===== config.mk =====
export PLATFORM = sky130hd
export DESIGN_NAME = dpl_loader
export DESIGN_NICKNAME = d
export VERILOG_FILES = /design/src/shared/dpl_pkg.sv /design/src/hw/dpl_loader.sv
export SDC_FILE = /design/constraint.sdc
export NUM_CORES = 1
export LEC_CHECK = 0
export BUFFER_PORTS_ARGS = -buffer_cell sky130_fd_sc_hd__buf_2
export CORE_MARGIN = 3
export CORE_UTILIZATION = 48
export CTS_CLUSTER_DIAMETER = 100
export DETAILED_ROUTE_END_ITERATION = 8
export GPL_ROUTABILITY_DRIVEN = 0
export PLACE_DENSITY_LB_ADDON = 0.15
export SYNTH_ARGS = -nofsm -noshare
export SYNTH_HDL_FRONTEND = slang
export SYNTH_SLANG_ARGS = --single-unit
export TNS_END_PERCENT = 1

===== constraint.sdc =====
create_clock -name CLK_I -period 1.7 [get_ports CLK_I]
set_input_delay 0.255 -clock CLK_I [delete_from_list [all_inputs] [get_ports CLK_I]]
set_output_delay 0.255 -clock CLK_I [all_outputs]
set_load 0.01 [all_outputs]

===== src/shared/dpl_pkg.sv =====
// package for the decimating pixel loader: pin bundle, register map, resets
// assumes a single core clock; all pins arrive asynchronous to it
`default_nettype none
package dpl_pkg;

  localparam int unsigned WORD_W   = 10;
  localparam int unsigned CHANNELS = 6;
  localparam int unsigned IDX_W    = 3;

  localparam logic [IDX_W-1:0] FIRST_CH_LEFT  = 3'h0;
  localparam logic [IDX_W-1:0] FIRST_CH_RIGHT = 3'h5;
  localparam logic [IDX_W-1:0] LOAD_COUNT     = 3'h6;

  localparam logic [11:0] ADDR_CTRL   = 12'h000;
  localparam logic [11:0] ADDR_STATUS = 12'h004;
  localparam logic [11:0] ADDR_CH0    = 12'h008;
  localparam logic [11:0] ADDR_CH5    = 12'h01c;

  localparam int unsigned CTRL_LOAD_EN_BIT  = 0;
  localparam logic        CTRL_LOAD_EN_RST  = 1'b1;
  localparam int unsigned STAT_IDX_LSB      = 0;
  localparam int unsigned STAT_CNT_LSB      = 3;
  localparam int unsigned STAT_START_BIT    = 6;
  localparam int unsigned STAT_OUT_POL_BIT  = 7;
  localparam int unsigned STAT_LAT_POL_BIT  = 8;
  localparam int unsigned STAT_XFR_PEND_BIT = 9;

  typedef logic [WORD_W-1:0] dpl_word_t;

  typedef struct packed {
    logic      pixel_clock;
    dpl_word_t pixel_word_in;
    logic      sequence_start;
    logic      edge_select;
    logic      direction_select;
    logic      output_transfer;
    logic      polarity_invert;
  } dpl_pins_t;

  typedef struct packed {
    dpl_word_t [CHANNELS-1:0] word;
  } dpl_channels_t;

endpackage

`default_nettype wire


===== src/hw/dpl_loader.sv =====
// decimating pixel loader: six channel latches, transfer stage, apb slave
// assumes pins asynchronous to CLK_I; pixel clock much slower than CLK_I
`timescale 1ns/1ps
`default_nettype none

module dpl_loader (
  input  wire logic                   CLK_I,
  input  wire logic                   RSTN_I,
  input  wire dpl_pkg::dpl_pins_t     PINS_I,
  input  wire logic                   PSEL_I,
  input  wire logic                   PENABLE_I,
  input  wire logic                   PWRITE_I,
  input  wire logic [11:0]            PADDR_I,
  input  wire logic [31:0]            PWDATA_I,
  output var  logic [31:0]            PRDATA_O,
  output var  logic                   PREADY_O,
  output var  logic                   PSLVERR_O,
  output var  dpl_pkg::dpl_channels_t CHANNEL_OUTPUTS_O,
  output var  logic                   POLARITY_O
);

  dpl_pkg::dpl_pins_t     pins_meta_reg;
  dpl_pkg::dpl_pins_t     pins_sync_reg;
  logic                   pclk_prev_reg;
  logic                   rise;
  logic                   fall;
  logic                   active_edge;
  logic                   start_seen_reg;
  logic                   dir_reg;
  logic [2:0]             idx_reg;
  logic [2:0]             cnt_reg;
  dpl_pkg::dpl_channels_t latch_reg;
  logic                   xfr_pend_reg;
  logic                   pol_latch_reg;
  logic                   load_en_reg;
  logic                   setup;
  logic                   wr_access;
  logic [31:0]            rdata_next;
  logic                   err_next;

  function automatic logic [2:0] step_idx(input logic [2:0] idx,
                                          input logic       right);
    step_idx = right ? idx - 3'h1 : idx + 3'h1;
  endfunction

  function automatic logic [2:0] first_idx(input logic right);
    first_idx = right ? dpl_pkg::FIRST_CH_RIGHT : dpl_pkg::FIRST_CH_LEFT;
  endfunction

  // two-stage synchroniser; word and clock share latency so data stays aligned
  always_ff @(posedge CLK_I) begin
    if (!RSTN_I) begin
      pins_meta_reg <= '0;
      pins_sync_reg <= '0;
    end else begin
      pins_meta_reg <= PINS_I;
      pins_sync_reg <= pins_meta_reg;
    end
  end

  always_ff @(posedge CLK_I) begin
    if (!RSTN_I) begin
      pclk_prev_reg <= 1'b0;
    end else begin
      pclk_prev_reg <= pins_sync_reg.pixel_clock;
    end
  end

  assign rise = pins_sync_reg.pixel_clock & ~pclk_prev_reg;
  assign fall = ~pins_sync_reg.pixel_clock & pclk_prev_reg;
  assign active_edge = pins_sync_reg.edge_select ? rise : fall;

  // start flag: sampled every active edge, acted on at the next one
  always_ff @(posedge CLK_I) begin
    if (!RSTN_I) begin
      start_seen_reg <= 1'b0;
    end else if (active_edge) begin
      start_seen_reg <= pins_sync_reg.sequence_start;
    end
  end

  // loading sequencer; a fresh start restarts even a half-filled sequence
  always_ff @(posedge CLK_I) begin
    if (!RSTN_I) begin
      dir_reg   <= 1'b0;
      idx_reg   <= dpl_pkg::FIRST_CH_LEFT;
      cnt_reg   <= dpl_pkg::LOAD_COUNT;
      latch_reg <= '0;
    end else if (active_edge && load_en_reg) begin
      if (start_seen_reg) begin
        dir_reg <= pins_sync_reg.direction_select;
        latch_reg.word[first_idx(pins_sync_reg.direction_select)] <=
          pins_sync_reg.pixel_word_in;
        idx_reg <= step_idx(first_idx(pins_sync_reg.direction_select),
                            pins_sync_reg.direction_select);
        cnt_reg <= 3'h1;
      end else if (cnt_reg < dpl_pkg::LOAD_COUNT) begin
        latch_reg.word[idx_reg] <= pins_sync_reg.pixel_word_in;
        idx_reg <= step_idx(idx_reg, dir_reg);
        cnt_reg <= cnt_reg + 3'h1;
      end
    end
  end

  // transfer detection and output stage, rising pixel edges only
  always_ff @(posedge CLK_I) begin
    if (!RSTN_I) begin
      xfr_pend_reg <= 1'b0;
    end else if (rise) begin
      xfr_pend_reg <= pins_sync_reg.output_transfer;
    end
  end

  always_ff @(posedge CLK_I) begin
    if (!RSTN_I) begin
      CHANNEL_OUTPUTS_O <= '0;
      POLARITY_O        <= 1'b0;
      pol_latch_reg     <= 1'b0;
    end else if (rise && xfr_pend_reg) begin
      CHANNEL_OUTPUTS_O <= latch_reg;
      POLARITY_O        <= pol_latch_reg;
      pol_latch_reg     <= pins_sync_reg.polarity_invert;
    end
  end

  // apb slave: zero wait states, answer prepared in the setup cycle
  assign setup     = PSEL_I & ~PENABLE_I;
  assign wr_access = PSEL_I & PENABLE_I & PREADY_O & PWRITE_I;

  always_comb begin
    rdata_next = 32'h0000_0000;
    err_next   = 1'b0;
    if (PADDR_I == dpl_pkg::ADDR_CTRL) begin
      rdata_next[dpl_pkg::CTRL_LOAD_EN_BIT] = load_en_reg;
    end else if (PADDR_I == dpl_pkg::ADDR_STATUS) begin
      rdata_next[dpl_pkg::STAT_IDX_LSB +: 3] = idx_reg;
      rdata_next[dpl_pkg::STAT_CNT_LSB +: 3] = cnt_reg;
      rdata_next[dpl_pkg::STAT_START_BIT]    = start_seen_reg;
      rdata_next[dpl_pkg::STAT_OUT_POL_BIT]  = POLARITY_O;
      rdata_next[dpl_pkg::STAT_LAT_POL_BIT]  = pol_latch_reg;
      rdata_next[dpl_pkg::STAT_XFR_PEND_BIT] = xfr_pend_reg;
    end else if (PADDR_I >= dpl_pkg::ADDR_CH0 &&
                 PADDR_I <= dpl_pkg::ADDR_CH5 && PADDR_I[1:0] == 2'h0) begin
      rdata_next[dpl_pkg::WORD_W-1:0] =
        CHANNEL_OUTPUTS_O.word[3'(PADDR_I[4:2] - 3'h2)];
    end else begin
      err_next = 1'b1;
    end
  end

  always_ff @(posedge CLK_I) begin
    if (!RSTN_I) begin
      PREADY_O  <= 1'b0;
      PRDATA_O  <= 32'h0000_0000;
      PSLVERR_O <= 1'b0;
    end else begin
      PREADY_O  <= setup;
      PSLVERR_O <= setup & err_next;
      if (setup) begin
        PRDATA_O <= PWRITE_I ? 32'h0000_0000 : rdata_next;
      end
    end
  end

  // only the control word is writable; other writes are ignored, with error only at unmapped addresses
  always_ff @(posedge CLK_I) begin
    if (!RSTN_I) begin
      load_en_reg <= dpl_pkg::CTRL_LOAD_EN_RST;
    end else if (wr_access && PADDR_I == dpl_pkg::ADDR_CTRL) begin
      load_en_reg <= PWDATA_I[dpl_pkg::CTRL_LOAD_EN_BIT];
    end
  end

endmodule

`default_nettype wire


==> summary.txt <==
Outcome
  • Outcome: finished clean

Place
  • Port buffer count: around 110
  • DP Cell Count: 1055
  • Post-detail-place hpwl: around 13000 um

Final layout
  • Area grow syn2layout: 19.69%
  • Layout net count: between 900 and 1000
  • Ant. Diodes: 0
  • Fillers: 1253
  • Multi-input combinational cell area: between 3000 and 4000 um2
  • Commonest non-fill, non-tap cell in the layout: nand2_1
  • Commonest cells after routing, fill and taps aside: nand2_1 (180), dfxtp_1 (175), buf_2 (106), a21oi_1 (86), mux2i_1 (72)
  • Non-filler cells, final: between 1000 and 1500
  • Layout cell share with drive strength beyond 1: between 10% and 20%
  • FF+latch area: between 3000 and 4000 um2
  • Final Core Density: 59.73%

STA
  • Clk_skew: just over 10 ps
  • RSZ-0062 raised after global routing: true
  • Crit share post-route: between 90 and 100%
  • Period minus WS final: between 1500 and 2000 ps
  • Final-report max-slew violation count: 0
  • Peak Freq: 612.3 MHz
  • Setup violations, final: 0
  • Hold Violations, Final: 0

Die
  • Die height: roughly 130 um
  • Die width: 127.1 um
  • Row count: 43
  • Total core area: about 14000 um2
  • Die ar.: 16140 um2
  • Initial Utilization: about 50%
  • IO Pins: between 150 and 200

Drt
  • Total Wirelength: approximately 19000 um
  • Initial DRC Count: roughly 410
  • Residual DRC count: 0
  • Drt pass-1 iters: 5
  • Post-route ant nets: 0
  • Via density: ~5.5
  • Routed wire per std cell: about 17 um
  • Vias: around 6000

Logic synthesis
  • Number of synthesized flops with an enable pin: 0
  • Synthesized area: approximately 7000 um2
  • Post-synthesis cell count: approximately 800
  • Yosys cell types: 50
  • Post-synthesis sequential area ratio: 50.37%
  • Async set-reset flop share out of synthesis: 0%
  • Synthesized flop and latch total: between 150 and 200
  • Yosys warns: 0
  • Syn Area/Cell: roughly 9 um2
  • Top_reg_cell synth: dfxtp_1

Setup path
  • CP Capture Type: flip-flop
  • Crit path arrival time: 1980 ps
  • Worst Setup Path Type: flip-flop to flip-flop
  • Peak per-stage delay on the critical path: 510 ps
  • Delay-heaviest family, CP: simple AND/OR/NAND/NOR gates
  • CP startpoint kind: flip-flop
  • Crit path buffers/inverters: 0
  • CP Cell Sequence: and3b_2 > o221ai_4 > or3b_2 > a21oi_1
  • Crit-path max FO: 7
  • Crit path max-delay cell type: or3b_2
  • WP data required: around 2100 ps

GRT
  • Grt ovf: 0
  • Initial antenna violation count: 0
  • Largest net degree at the start of global routing: 77
  • First-pass GRT wire length: about 30000 um
  • Tot GR Track Use: a little under a quarter
  • Vias in the first global route: ~5700

Power and ir drop
  • Max IR drop VDD: around 690 uV
  • Cell Pwr Density: 982.2 nW/um2
  • Leakage dissipation: approximately 3.5 nW

Min path
  • Hold WC Path Type: input port to flip-flop

Clock network
  • Clk sink count: ~180
  • Num CTS Buffers: 17
  • H-Tree Depth: 4
  • Setup Buffers After CTS: 0
  • Clk slew on worst S/H paths: ~60 ps
  • CTS tree: done
  • Hold-fix buffers, CTS: 0
  • Worst skew pair latency: approximately 420 ps
  • Clock buffer depth: 2
  • Clk root buf: clkbuf_16

Flow run
  • Max Cap Violations: 0
worst register-to-register path, delay by kind of cell (launching register included):
family          cells  cell delay (ps)
compound gates      2              350
flops               1              390
simple gates        2              830
layer usage:
| layer | part of all wire [%] | GRT usage (%) | vias up | wire (um) |
|---|---|---|---|---|
| li1 | - | - | 2869 | - |
| met2 | 47 | 37.48 | 237 | 8739 |
| met4 | 1.7 | 7.382 | 0 | 327 |
| met5 | 0 | 0 | - | 0 |
| met1 | 44 | 30.97 | 2845 | 8261 |
| met3 | 7.4 | 5.644 | 25 | 1375 |
kinds of logic after synthesis:
kind of cell / count (synthesis) / synth area share [%]
fa+ha+maj: 2 / 0.4625
buf+inv: 84 / 5.816
simple gates: 297 / 19.14
other cells: 1 / 0.05331
flops: 177 / 50.37
mux: 73 / 10.57
xor+xnor: 1 / 0.1245
compound gates: 164 / 13.46
cells in the mapped netlist (all sizes together), types with 2 or more instances:
| cell | n | area [um2] |
|---|---|---|
| or4 | 2 | 22.52 |
| nor3 | 2 | 10.01 |
| o2111ai | 2 | 17.52 |
| nand2b | 6 | 37.54 |
| inv | 6 | 22.52 |
| dfxtp | 177 | 3543 |
| nor2b | 3 | 18.77 |
| o21ai | 34 | 170.2 |
| nor4b | 2 | 17.52 |
| o22ai | 9 | 56.30 |
| buf | 34 | 221.5 |
| clkbuf | 44 | 165.2 |
| or3 | 2 | 12.51 |
| nand3b | 2 | 15.01 |
| nand2 | 182 | 685.7 |
| mux2i | 72 | 720.7 |
| nor2 | 31 | 116.4 |
| a221oi | 10 | 87.58 |
| a21boi | 9 | 67.57 |
| nand3 | 23 | 115.1 |
| o211ai | 3 | 22.52 |
| and2 | 34 | 212.7 |
| o311ai | 2 | 17.52 |
| a21oi | 88 | 440.4 |
through the flow:
stage	setup slack (ps)	hold WS, ps	TNS [ps]	area, um2	power, mW
6_report	66.73	39.53	0	8419	8.270
5_1_grt	1.039	31.20	0	8419	8.531
4_1_cts	23.84	24.22	0	8356	8.313
3_5_place_dp	-151.3	416.9	-1247	7789	4.589
3_3_place_gp	-100.3	416.0	-860.7	7789	4.580
2_1_floorplan	57.09	382.3	0	7113	4.506
final cells by class:
type                    instances  share of cell area, %
clock buffers                  26                  5.811
clock inverters                 5                 0.9214
inverters                       6                 0.2675
multi-input cells             559                  38.04
flip-flops and latches        177                  42.12
well taps                     180                  2.675
repair buffers                134                  10.16
what timing repair did:
action                     CTS  global route
resized for setup            0            15
setup endpoints to repair    0            30
hold endpoints to repair     0             0
final timing paths:
| check | from | endpoint | slack, ps | depth (start not counted) |
|---|---|---|---|---|
| setup / recovery | pins_sync_reg[15] | idx_reg[1] | 70 | 4 |
| hold / removal | PINS_I[8] | pins_meta_reg[8] | 40 | 2 |
| setup reg to reg | pins_sync_reg[15] | idx_reg[1] | 70 | 4 |
| hold reg to reg | pins_meta_reg[10] | pins_sync_reg[10] | 430 | 1 |
power by group:
part | total (mW) | internal, mW | switching, mW
registers | 4.21 | 4.19 | 0.0262
logic | 0.288 | 0.107 | 0.181
clock network | 3.77 | 2.27 | 1.50
total | 8.27 | 6.56 | 1.71
(Power assumes the default switching activity.)
